--- src/verilog/isf_map.svh ---
`ifndef ISF_MAP_SVH
`define ISF_MAP_SVH

// ----------------------------------------
// register offsets (byte addresses)
// ----------------------------------------
`define ISF_OFF_STATUS 8'h00
`define ISF_OFF_CTRL   8'h04
`define ISF_OFF_EVT    8'h08
`define ISF_OFF_MASK   8'h0C

// ----------------------------------------
// field positions
// ----------------------------------------
`define ISF_ST_SPD   0
`define ISF_ST_STD   1
`define ISF_ST_ACKD  2
`define ISF_ST_TRC   3
`define ISF_CT_EN    0
`define ISF_CT_EXIT  1
`define ISF_CT_WREL  2
`define ISF_EV_START 0
`define ISF_EV_STOP  1
`define ISF_EV_ACK   2

// ----------------------------------------
// reset values and counts
// ----------------------------------------
`define ISF_EVT_W    3
`define ISF_CTRL_RST 1'b0
`define ISF_MASK_RST 3'h0
`define ISF_CNT_DIR  4'h7
`define ISF_CNT_ACK  4'h8
`define ISF_CNT_LAST 4'h9
`define ISF_CNT_ZERO 4'h0
`define ISF_CNT_ONE  4'h1

`endif

--- src/verilog/isf_pkg.sv ---
package isf_pkg;
  typedef enum logic [1:0] {ISF_IDLE, ISF_ADDR, ISF_DATA} isf_bus_type;
endpackage

--- src/verilog/isf_top.sv ---
`timescale 1ns/1ps
`include "isf_map.svh"
module isf_top
  import isf_pkg::*;
(
  input  wire logic        pclk,
  input  wire logic        presetn,
  input  wire logic        ce,
  input  wire logic        psel,
  input  wire logic        penable,
  input  wire logic        pwrite,
  input  wire logic [7:0]  paddr,
  input  wire logic [31:0] pwdata,
  output logic      [31:0] prdata,
  output logic             pready,
  output logic             pslverr,
  output logic             irq,
  input  wire logic        serial_clock_line_in,
  input  wire logic        serial_data_line_in,
  output logic             serial_data_line_out,
  output logic             serial_data_line_oe,
  input  wire logic        master_mode,
  input  wire logic        start_generated,
  input  wire logic        arbitration_lost_flag,
  input  wire logic        shift_out_latch
);
  // ----------------------------------------
  // declarations
  // ----------------------------------------
  logic                   scl_s, sda_s, scl_rise, scl_fall, start_det, stop_det;
  logic                   unit_enable_bit_r, en_d_r, ald_d_r, exit_cmd_r, wrel_cmd_r;
  logic [`ISF_EVT_W-1:0]  evt_r, evt_nxt, mask_r;
  logic [3:0]             bit_cnt_r, status_flags;
  isf_bus_type            bus_r, bus_nxt;
  logic                   transmit_direction_flag_r, trc_nxt, ack_detected_flag_r;
  logic                   start_detected_flag_r, stop_detected_flag_r, spd_armed_r;
  logic                   en_fall, ald_rise, dir_evt, ninth_rise, byte_first_rise;
  logic                   trc_clr_all, trc_set, trc_clr_role, ack_clr, std_clr, spd_clr;
  logic                   acc_done, wr_done, unmapped;
  logic [31:0]            rd_mux;

  // ----------------------------------------
  // link inputs
  // ----------------------------------------
  isf_sync #(.WIDTH(2)) u_sync (
    .pclk    (pclk),
    .presetn (presetn),
    .ce      (ce),
    .din     ({serial_clock_line_in, serial_data_line_in}),
    .dout    ({scl_s, sda_s})
  );

  isf_cond_det u_det (
    .pclk      (pclk),
    .presetn   (presetn),
    .ce        (ce),
    .scl_s     (scl_s),
    .sda_s     (sda_s),
    .scl_rise  (scl_rise),
    .scl_fall  (scl_fall),
    .start_det (start_det),
    .stop_det  (stop_det)
  );

  // ----------------------------------------
  // apb slave
  // ----------------------------------------
  // no wait state: answer registered at the setup edge
  assign acc_done = psel && penable && pready;
  assign wr_done  = acc_done && pwrite && ce;
  assign unmapped = (paddr != `ISF_OFF_STATUS) && (paddr != `ISF_OFF_CTRL) &&
                    (paddr != `ISF_OFF_EVT) && (paddr != `ISF_OFF_MASK);
  assign status_flags = {transmit_direction_flag_r, ack_detected_flag_r,
                         start_detected_flag_r, stop_detected_flag_r};

  always_comb begin
    rd_mux = 32'h0000_0000;
    unique case (paddr)
      `ISF_OFF_STATUS: rd_mux[3:0] = status_flags;
      `ISF_OFF_CTRL:   rd_mux[`ISF_CT_EN] = unit_enable_bit_r;
      `ISF_OFF_EVT:    rd_mux[`ISF_EVT_W-1:0] = evt_r;
      `ISF_OFF_MASK:   rd_mux[`ISF_EVT_W-1:0] = mask_r;
      default:         rd_mux = 32'h0000_0000;
    endcase
  end

  always_ff @(posedge pclk or negedge presetn) begin
    if (!presetn) begin
      pready  <= 1'b0;
      prdata  <= 32'h0000_0000;
      pslverr <= 1'b0;
    end else if (ce) begin
      if (psel && !penable) begin
        pready  <= 1'b1;
        prdata  <= pwrite ? 32'h0000_0000 : rd_mux;
        pslverr <= unmapped;
      end else begin
        pready  <= 1'b0;
        pslverr <= 1'b0;
      end
    end
  end

  // ----------------------------------------
  // control register and command pulses
  // ----------------------------------------
  // commands self-clear so a second write is a second command
  always_ff @(posedge pclk or negedge presetn) begin
    if (!presetn) begin
      unit_enable_bit_r <= `ISF_CTRL_RST;
      exit_cmd_r        <= 1'b0;
      wrel_cmd_r        <= 1'b0;
      mask_r            <= `ISF_MASK_RST;
      en_d_r            <= 1'b0;
      ald_d_r           <= 1'b0;
    end else if (ce) begin
      en_d_r     <= unit_enable_bit_r;
      ald_d_r    <= arbitration_lost_flag;
      exit_cmd_r <= 1'b0;
      wrel_cmd_r <= 1'b0;
      if (wr_done && paddr == `ISF_OFF_CTRL) begin
        unit_enable_bit_r <= pwdata[`ISF_CT_EN];
        exit_cmd_r        <= pwdata[`ISF_CT_EXIT];
        wrel_cmd_r        <= pwdata[`ISF_CT_WREL];
      end
      if (wr_done && paddr == `ISF_OFF_MASK) begin
        mask_r <= pwdata[`ISF_EVT_W-1:0];
      end
    end
  end

  assign en_fall  = ce && en_d_r && !unit_enable_bit_r;
  assign ald_rise = ce && arbitration_lost_flag && !ald_d_r;

  // ----------------------------------------
  // byte tracking
  // ----------------------------------------
  assign ninth_rise      = scl_rise && bit_cnt_r == `ISF_CNT_ACK;
  assign byte_first_rise = scl_rise &&
                           (bit_cnt_r == `ISF_CNT_ZERO || bit_cnt_r == `ISF_CNT_LAST);
  // direction bit is the line level at the eighth clock of the address byte
  assign dir_evt         = scl_rise && bit_cnt_r == `ISF_CNT_DIR && bus_r == ISF_ADDR;

  always_ff @(posedge pclk or negedge presetn) begin
    if (!presetn) begin
      bit_cnt_r <= `ISF_CNT_ZERO;
    end else if (ce) begin
      if (start_det || stop_det || !unit_enable_bit_r) begin
        bit_cnt_r <= `ISF_CNT_ZERO;
      end else if (scl_rise) begin
        bit_cnt_r <= (bit_cnt_r == `ISF_CNT_LAST) ? `ISF_CNT_ONE : bit_cnt_r + `ISF_CNT_ONE;
      end
    end
  end

  always_comb begin
    bus_nxt = bus_r;
    unique case (bus_r)
      ISF_IDLE, ISF_DATA: begin
        if (start_det) begin
          bus_nxt = ISF_ADDR;
        end
      end
      ISF_ADDR: begin
        if (scl_fall && bit_cnt_r == `ISF_CNT_LAST) begin
          bus_nxt = ISF_DATA;
        end
      end
    endcase
    if (stop_det || !unit_enable_bit_r || exit_cmd_r) begin
      bus_nxt = ISF_IDLE;
    end
  end

  always_ff @(posedge pclk or negedge presetn) begin
    if (!presetn) begin
      bus_r <= ISF_IDLE;
    end else if (ce) begin
      bus_r <= bus_nxt;
    end
  end

  // ----------------------------------------
  // transmit direction flag
  // ----------------------------------------
  // common clears
  assign trc_clr_all  = stop_det || exit_cmd_r || en_fall || wrel_cmd_r || ald_rise;
  assign trc_set      = (master_mode && start_generated) ||
                        (dir_evt && (master_mode ? !sda_s : sda_s));
  assign trc_clr_role = (dir_evt && (master_mode ? sda_s : !sda_s)) ||
                        (!master_mode && start_det);

  always_comb begin
    trc_nxt = transmit_direction_flag_r;
    if (trc_clr_all) begin
      trc_nxt = 1'b0;
    end else if (trc_set) begin
      trc_nxt = 1'b1;
    end else if (trc_clr_role) begin
      trc_nxt = 1'b0;
    end
  end

  always_ff @(posedge pclk or negedge presetn) begin
    if (!presetn) begin
      transmit_direction_flag_r <= 1'b0;
    end else if (ce) begin
      transmit_direction_flag_r <= trc_nxt;
    end
  end

  always_ff @(posedge pclk or negedge presetn) begin
    if (!presetn) begin
      serial_data_line_out <= 1'b1;
      serial_data_line_oe  <= 1'b0;
    end else if (ce) begin
      serial_data_line_out <= shift_out_latch;
      serial_data_line_oe  <= trc_nxt && (master_mode || bus_nxt == ISF_DATA);
    end
  end

  // ----------------------------------------
  // ack, start and stop flags
  // ----------------------------------------
  // ack clear events
  assign ack_clr = stop_det || byte_first_rise || exit_cmd_r || en_fall;
  assign std_clr = stop_det || (byte_first_rise && bus_r == ISF_DATA) ||
                   exit_cmd_r || en_fall;
  // stop flag leaves after a new start and its first clock, or when the enable falls
  assign spd_clr = (byte_first_rise && spd_armed_r && bus_r == ISF_ADDR) || en_fall;

  always_ff @(posedge pclk or negedge presetn) begin
    if (!presetn) begin
      ack_detected_flag_r <= 1'b0;
    end else if (ce) begin
      if (ninth_rise && !sda_s && unit_enable_bit_r) begin
        ack_detected_flag_r <= 1'b1;
      end else if (ack_clr) begin
        ack_detected_flag_r <= 1'b0;
      end
    end
  end

  always_ff @(posedge pclk or negedge presetn) begin
    if (!presetn) begin
      start_detected_flag_r <= 1'b0;
    end else if (ce) begin
      if (start_det && unit_enable_bit_r) begin
        start_detected_flag_r <= 1'b1;
      end else if (std_clr) begin
        start_detected_flag_r <= 1'b0;
      end
    end
  end

  always_ff @(posedge pclk or negedge presetn) begin
    if (!presetn) begin
      stop_detected_flag_r <= 1'b0;
      spd_armed_r          <= 1'b0;
    end else if (ce) begin
      if (stop_det && unit_enable_bit_r) begin
        stop_detected_flag_r <= 1'b1;
        spd_armed_r          <= 1'b0;
      end else if (spd_clr) begin
        stop_detected_flag_r <= 1'b0;
        spd_armed_r          <= 1'b0;
      end else if (start_det && stop_detected_flag_r) begin
        spd_armed_r <= 1'b1;
      end
    end
  end

  // ----------------------------------------
  // interrupt events
  // ----------------------------------------
  // a new event in the clearing cycle survives the clear
  always_comb begin
    evt_nxt = evt_r;
    if (wr_done && paddr == `ISF_OFF_EVT) begin
      evt_nxt = evt_r & ~pwdata[`ISF_EVT_W-1:0];
    end
    if (unit_enable_bit_r) begin
      evt_nxt[`ISF_EV_START] = evt_nxt[`ISF_EV_START] | start_det;
      evt_nxt[`ISF_EV_STOP]  = evt_nxt[`ISF_EV_STOP] | stop_det;
      evt_nxt[`ISF_EV_ACK]   = evt_nxt[`ISF_EV_ACK] | (ninth_rise && !sda_s);
    end
  end

  always_ff @(posedge pclk or negedge presetn) begin
    if (!presetn) begin
      evt_r <= `ISF_MASK_RST;
      irq   <= 1'b0;
    end else if (ce) begin
      evt_r <= evt_nxt;
      irq   <= |(evt_nxt & mask_r);
    end
  end
endmodule

--- src/verilog/isf_sync.sv ---
`timescale 1ns/1ps
module isf_sync #(
  parameter int WIDTH = 2
) (
  input  wire logic             pclk,
  input  wire logic             presetn,
  input  wire logic             ce,
  input  wire logic [WIDTH-1:0] din,
  output logic      [WIDTH-1:0] dout
);
  logic [WIDTH-1:0] meta_r;

  // second stage is the only reader of the first
  for (genvar i = 0; i < WIDTH; i++) begin : g_bit
    always_ff @(posedge pclk or negedge presetn) begin
      if (!presetn) begin
        meta_r[i] <= 1'b1;
        dout[i]   <= 1'b1;
      end else if (ce) begin
        meta_r[i] <= din[i];
        dout[i]   <= meta_r[i];
      end
    end
  end
endmodule

--- src/verilog/isf_cond_det.sv ---
`timescale 1ns/1ps
module isf_cond_det (
  input  wire logic pclk,
  input  wire logic presetn,
  input  wire logic ce,
  input  wire logic scl_s,
  input  wire logic sda_s,
  output logic      scl_rise,
  output logic      scl_fall,
  output logic      start_det,
  output logic      stop_det
);
  logic scl_d_r;
  logic sda_d_r;

  always_ff @(posedge pclk or negedge presetn) begin
    if (!presetn) begin
      scl_d_r <= 1'b1;
      sda_d_r <= 1'b1;
    end else if (ce) begin
      scl_d_r <= scl_s;
      sda_d_r <= sda_s;
    end
  end

  // data moving while clock stays high marks a bus condition
  always_comb begin
    scl_rise  = ce && scl_s && !scl_d_r;
    scl_fall  = ce && !scl_s && scl_d_r;
    start_det = ce && scl_s && scl_d_r && sda_d_r && !sda_s;
    stop_det  = ce && scl_s && scl_d_r && !sda_d_r && sda_s;
  end
endmodule

--- config.mk ---
export PLATFORM = sky130hd
export DESIGN_NAME = isf_top
export DESIGN_NICKNAME = d
export VERILOG_FILES = /design/src/verilog/isf_pkg.sv /design/src/verilog/isf_top.sv /design/src/verilog/isf_sync.sv /design/src/verilog/isf_cond_det.sv
export VERILOG_INCLUDE_DIRS = /design/src /design/src/verilog
export SDC_FILE = /design/constraint.sdc
export NUM_CORES = 1
export LEC_CHECK = 0
export ABC_AREA = 1
export ABC_CLOCK_PERIOD_IN_PS = 1790
export BUFFER_PORTS_ARGS = -buffer_cell sky130_fd_sc_hd__buf_2
export CORE_MARGIN = 2
export CORE_UTILIZATION = 30
export DETAILED_ROUTE_END_ITERATION = 10
export GPL_ROUTABILITY_DRIVEN = 0
export HOLD_SLACK_MARGIN = 0.03
export PLACE_DENSITY_LB_ADDON = 0.12
export REMOVE_ABC_BUFFERS = 1
export SLEW_MARGIN = 10
export SYNTH_ARGS = -nofsm -noshare
export SYNTH_HDL_FRONTEND = slang
export SYNTH_SLANG_ARGS = --single-unit
--- constraint.sdc ---
create_clock -name pclk -period 1.79 [get_ports pclk]
set_clock_uncertainty 0.2 [all_clocks]
set_input_delay 0.0895 -clock pclk [delete_from_list [all_inputs] [get_ports pclk]]
set_output_delay 0.0895 -clock pclk [all_outputs]
set_load 0.01 [all_outputs]
# Yosys cells after proc, flatten, opt, wreduce, memory -nomap -nowiden
# Cells that the tools add are included.
dict set report word_totals {
  register_bits 65
  input_bits 52
  word_cells 164
}
dict set report classes {
  addsub 1
  eq_ne 12
  mux 31
  n_bitwise 6
  n_reduce_logical 88
}
# op count
set ops {}
lappend ops {{$logic_and 1x1->1} 42}
lappend ops {{$logic_or 1x1->1} 19}
lappend ops {{$mux 1} 19}
lappend ops {{$eq 8x4->1 const B} 2}
lappend ops {{$mux 4} 4}
lappend ops {{$ne 8x4->1 const B} 2}
lappend ops {{$reduce_and 2->1} 8}
lappend ops {{$eq 4x4->1 const B} 2}
lappend ops {{$eq 8x3->1 const B} 1}
lappend ops {{$logic_not 1->1} 8}
lappend ops {{$logic_not 8->1} 1}
lappend ops {{$ne 8x3->1 const B} 1}
lappend ops {{$reduce_bool 2->1} 4}
lappend ops {{$reduce_bool 8->1} 1}
lappend ops {{$and 3x3->3} 2}
lappend ops {{$mux 2} 3}
lappend ops {{$mux 3} 2}
lappend ops {{$pmux 2 s3} 1}
lappend ops {{$add 4x1->4 const B} 1}
lappend ops {{$eq 2x2->1 const B} 2}
lappend ops {{$eq 4x3->1 const B} 1}
lappend ops {{$logic_not 4->1} 1}
lappend ops {{$pmux 1 s4} 1}
lappend ops {{$pmux 2 s2} 1}
lappend ops {{7 further kinds} 9}

# Depth between registers and ports, before layout
dict set report logic_depth {
  ltp_word 10
  mapped_depth 10
  ltp_nobuf 10
}

# By module
# From an unflattened synthesis, not the netlist that was laid out.
dict set report unflattened {
  cells_unflattened 308
  hier_area_um2 2312.2
}
# mod instances cells_each area_per_inst_um2 seq_area_each_um2
set by_module_without_submodules {}
lappend by_module_without_submodules {isf_top 1 273 2037.0 777.0}
lappend by_module_without_submodules {isf_sync 1 17 153.9 105.1}
lappend by_module_without_submodules {isf_cond_det 1 18 121.4 52.6}

# Least setup slack after synthesis
# No wires, ideal clock.
dict set report synth_path {
  kind {reg-to-reg}
  start {register u_sync.dout[1]}
  end {register bit_cnt_r[2]}
  arrival_time_ns 1.207
  required_time_ns 1.473
  setup_slack_ns 0.266
  path_stages_with_launch 8
  period_less_slack_ns 1.524
  path_cell_list {dfstp_2 nand2_1 nor2_4 nand3_2 nand4_1 nand2_2 a21oi_2 nor2_1}
}
dict set report synth_via {
  elab_chain_cells 8
}
# element line_no
set synth_lines {}
lappend synth_lines {{start: declaration} isf_sync.sv:9} ;# output logic [WIDTH-1:0] dout
lappend synth_lines {{start signal: indexed assignment} isf_sync.sv:21} ;# dout[i] <= meta_r[i];
lappend synth_lines {{$logic_and 1x1->1 (*)} {isf_cond_det.sv:28, isf_cond_det.sv:30, isf_cond_det.sv:31}}
lappend synth_lines {{$logic_and 1x1->1} {isf_cond_det.sv:30, isf_cond_det.sv:31}}
lappend synth_lines {{$logic_and 1x1->1, on equally long branches (2 in series)} {isf_cond_det.sv:30, isf_cond_det.sv:31}}
lappend synth_lines {{$logic_or 1x1->1 (2 in series)} isf_top.sv:148} ;# if (start_det || stop_det || !unit_enable_bit_r) begin
lappend synth_lines {{$reduce_bool 2->1 (no source line)} n/a}
lappend synth_lines {{$reduce_and 2->1 (no source line)} n/a}
lappend synth_lines {{end signal: assignment} isf_top.sv:146} ;# bit_cnt_r <= `ISF_CNT_ZERO;
lappend synth_lines {{end signal: assignment} isf_top.sv:149} ;# bit_cnt_r <= `ISF_CNT_ZERO;
lappend synth_lines {{end signal: assignment} isf_top.sv:151} ;# bit_cnt_r <= (bit_cnt_r == `ISF_CNT_LAST) ? `ISF_CNT_ONE : bit_cnt_r + `ISF_CNT_ONE;
lappend synth_lines {{end: declaration} isf_top.sv:33} ;# logic [3:0] bit_cnt_r, status_flags;
# Every way passes the cells marked *; elsewhere a longest branch is shown, timed or not.
# A chain may end at the register's enable or synchronous reset.

# Worst setup path in the final report
# Ends and elaborated chain as after synthesis.

==> impl_metrics.env <==
export IMPL_status="finished clean"
export IMPL_slowest_stage="dfstp_2"
export IMPL_p_per_area_nw_per_um2=694.2
export IMPL_finalNetCount=408
export IMPL_grt_usage_pct=13.07
export IMPL_initial_core_util_pct=30.56
export IMPL_rr_worst_depth=7
export IMPL_cts_buffers_inserted=5
export IMPL_crit_cells=7
export IMPL_clock_path_buffers=2
export IMPL_crit_family="simple AND/OR/NAND/NOR gates"
export IMPL_wl_per_cell_microns=11.32
export IMPL_synth_seq_cells=37
export IMPL_p_leak_nw=1.454
export IMPL_hold_viol=0
export IMPL_vdd_drop_max_uv=263.2
export IMPL_netlist_area_sq_um=2325
export IMPL_dr_first_iter_drc_count=85
export IMPL_path_buf_inv=0
export IMPL_ys_types=33
export IMPL_cts_tree="yes"
export IMPL_finalCritPeriodShare_pct=95.34
export IMPL_drc_errors=0
export IMPL_min_period_ns=1.707
export IMPL_reg2reg_slack_ns=0.08
export IMPL_ys_seq_area_share_pct=40.20
export IMPL_firstDrtPassIters=4
export IMPL_yosysWarnings=0
export IMPL_antenna_cells=0
export IMPL_via_per_inst=4.241
export IMPL_port_buffers=31
export IMPL_path_class="reg -> reg"
export IMPL_die_w_microns=92.03
export IMPL_hp_class="in -> reg"
export IMPL_cp_start_kind="flip-flop"
export IMPL_slowest_delay_ns=0.58
export IMPL_design_area_sq_um=2761
export IMPL_antenna_left=0
export IMPL_antenna_found_initial=0
export IMPL_die_y_microns=92.03
export IMPL_cts_sinks=37
export IMPL_setup_viol=0
export IMPL_die_area_sq_um=8470
export IMPL_dpl_cell_area_sq_um=2476
export IMPL_n_fill_cell=823
export IMPL_cp_cell_sequence="nand2_2 > nor2_4 > nand3_2 > nand3_1 > nor2_1 > a21oi_2 > nor2_1"
export IMPL_worst_ep_required_time_ns=1.78
export IMPL_crit_arrival_ns=1.70
export IMPL_timing_rr_start="u_sync.dout[1]"
export IMPL_synth_cells=303
export IMPL_coreArea_sq_um=7607
export IMPL_clkLatencyLatePin_ns=0.30
export IMPL_end_kind="flip-flop"
export IMPL_post_place_ws_ns=0.09980
export IMPL_grt_pass1_vias=1757
export IMPL_grt_pass1_wl_microns=8618
export IMPL_cts_clk_slew_worst_paths_ns=0.08
export IMPL_drive_above_1_share_pct=21.75
export IMPL_hp_start="start_generated"
export IMPL_max_freq_mhz=586.0
export IMPL_slew_violations=0
export IMPL_fin_ws_ns=0.08348
export IMPL_grt_max_degree=38
export IMPL_htreeDepth=2
export IMPL_wl_microns=5164
export IMPL_rsz0062_at_grt="yes"
export IMPL_crit_path_start="u_sync.dout[1]"
export IMPL_cts_root_buf="clkbuf_8"
export IMPL_critical_path_endpoint="bit_cnt_r[2]"
export IMPL_crit_top_cell="nor2_1"
export IMPL_area_growth_pct=18.78
export IMPL_cap_violations=0
export IMPL_overflow=0
export IMPL_dpl_hpwl_microns=3931
export IMPL_r2r_end="bit_cnt_r[2]"
export IMPL_rows=32
export IMPL_critical_path_max_fanout=4
export IMPL_avgSynthCellArea_sq_um=7.672
export IMPL_ios=89
export IMPL_vias=1934
[worst min-delay path by stage]
stage | end | slack (ns) | depth (start not counted)
finish | transmit_direction_flag_r | 0.04 | 7
global route | u_sync.dout[1] | 0.06 | 4
CTS | transmit_direction_flag_r | 0.04 | 7
detailed placement | ald_d_r | -0.01 | 2
global placement | ald_d_r | -0.02 | 2
floorplan | ack_detected_flag_r | -0.41 | 0
[power by group]
| part | internal [mW] | switching [mW] |
|---|---|---|
| clock | 0.453 | 0.324 |
| sequential | 0.877 | 0.0194 |
| combinational | 0.0846 | 0.158 |
| total | 1.42 | 0.502 |
[worst min-delay path, cell delays in order]
cell and delay (ns):
buf_2 0.07, nand2_1 0.06, nand2_1 0.07, inv_1 0.03
nand2_1 0.07, nand2_1 0.05, nand2_1 0.05
[registers in the layout (all words and copies together) (netlist names), 2 cells and up]
register       cells
bit_cnt_r          4
bus_r              2
evt_r              3
mask_r             3
prdata             4
u_sync.dout        2
u_sync.meta_r      2
[layout make-up]
class	count	area [sq um]	share of cell area, %
Clock inverter	2	37.54	1.359
Sequential cell	37	934.6	33.85
Clock buffer	6	82.58	2.990
Tap cell	102	127.6	4.622
Inverter	38	143.9	5.211
Multi-Input combinational cell	222	1105	40.01
Timing Repair Buffer	49	330.3	11.96
[stage by stage]
| stage | hold WS, ns | std cells | util (%) | setup TNS [ns] | power (mW) |
|---|---|---|---|---|---|
| after floorplan | -0.4061 | 297 | - | 0 | 1.029 |
| after global placement | -0.01819 | 434 | 32.55 | 0 | 1.128 |
| after detailed placement | -0.01419 | 434 | 32.55 | 0 | 1.130 |
| after CTS | 0.04052 | 456 | 35.97 | 0 | 1.938 |
| after global routing | 0.05789 | 456 | 36.30 | -0.2342 | 2.014 |
| final | 0.04065 | 456 | 36.30 | 0 | 1.917 |
[metal layers]
| metal | GRT usage (%) | vias up | share of wire (%) |
|---|---|---|---|
| met4 | 4.104 | 0 | 1.5 |
| met5 | 0 | - | 0 |
| li1 | - | 996 | - |
| met2 | 18.93 | 48 | 44 |
| met3 | 2.465 | 5 | 4.1 |
| met1 | 19.58 | 885 | 50 |
[cell usage after synthesis (all sizes together)]
library cell	count	area share [%]
clkbuf	3	0.91
nand3	30	8.0
nand4	6	1.6
conb	1	0.16
clkinv	1	0.22
a32o	1	0.43
inv	37	6.0
nand3b	1	0.32
nor2	29	6.2
xor2	2	0.75
nor3	4	1.1
o21ai	20	4.3
o22ai	2	0.54
ha	3	1.6
a21oi	4	1.0
nor4	1	0.91
nand2	91	15
buf	30	10
dfrtp	30	32
dfstp	7	7.9
[repair_timing]
action / in CTS / in global routing
endpoints found under the setup margin: 0 / 8
gates resized for setup: 0 / 8
setup buffers: 0 / 0
hold endpoints to repair: 58 / 0
hold buffers: 14 / 0
[cells in the final DEF (no fill, tap or decap), drive strengths merged]
cell and count:
nand2 91, inv 37, buf 34, dfrtp 30
nand3 30, nor2 29, conb 28, o21ai 20
dlygate4sd3 13, dfstp 7, clkbuf 7, nand4 6
a21oi 4, nor3 4, ha 3, xor2 2
o22ai 2, nand3b 1, clkinv 1, a32o 1
nor4 1, clkinvlp 1, bufinv 1, dlymetal6s4s 1
[cell families after synthesis]
logic type                 synth area share, %
adders and majority gates                1.615
other                                   0.1613
buffers and inverters                    17.49
and+or+nand+nor                          33.48
AOI/OAI and AO/OA                        6.297
xor gates and xnor gates                0.7536
DFF                                      40.20
No activity file was read; power rests on OpenSTA's default activity.
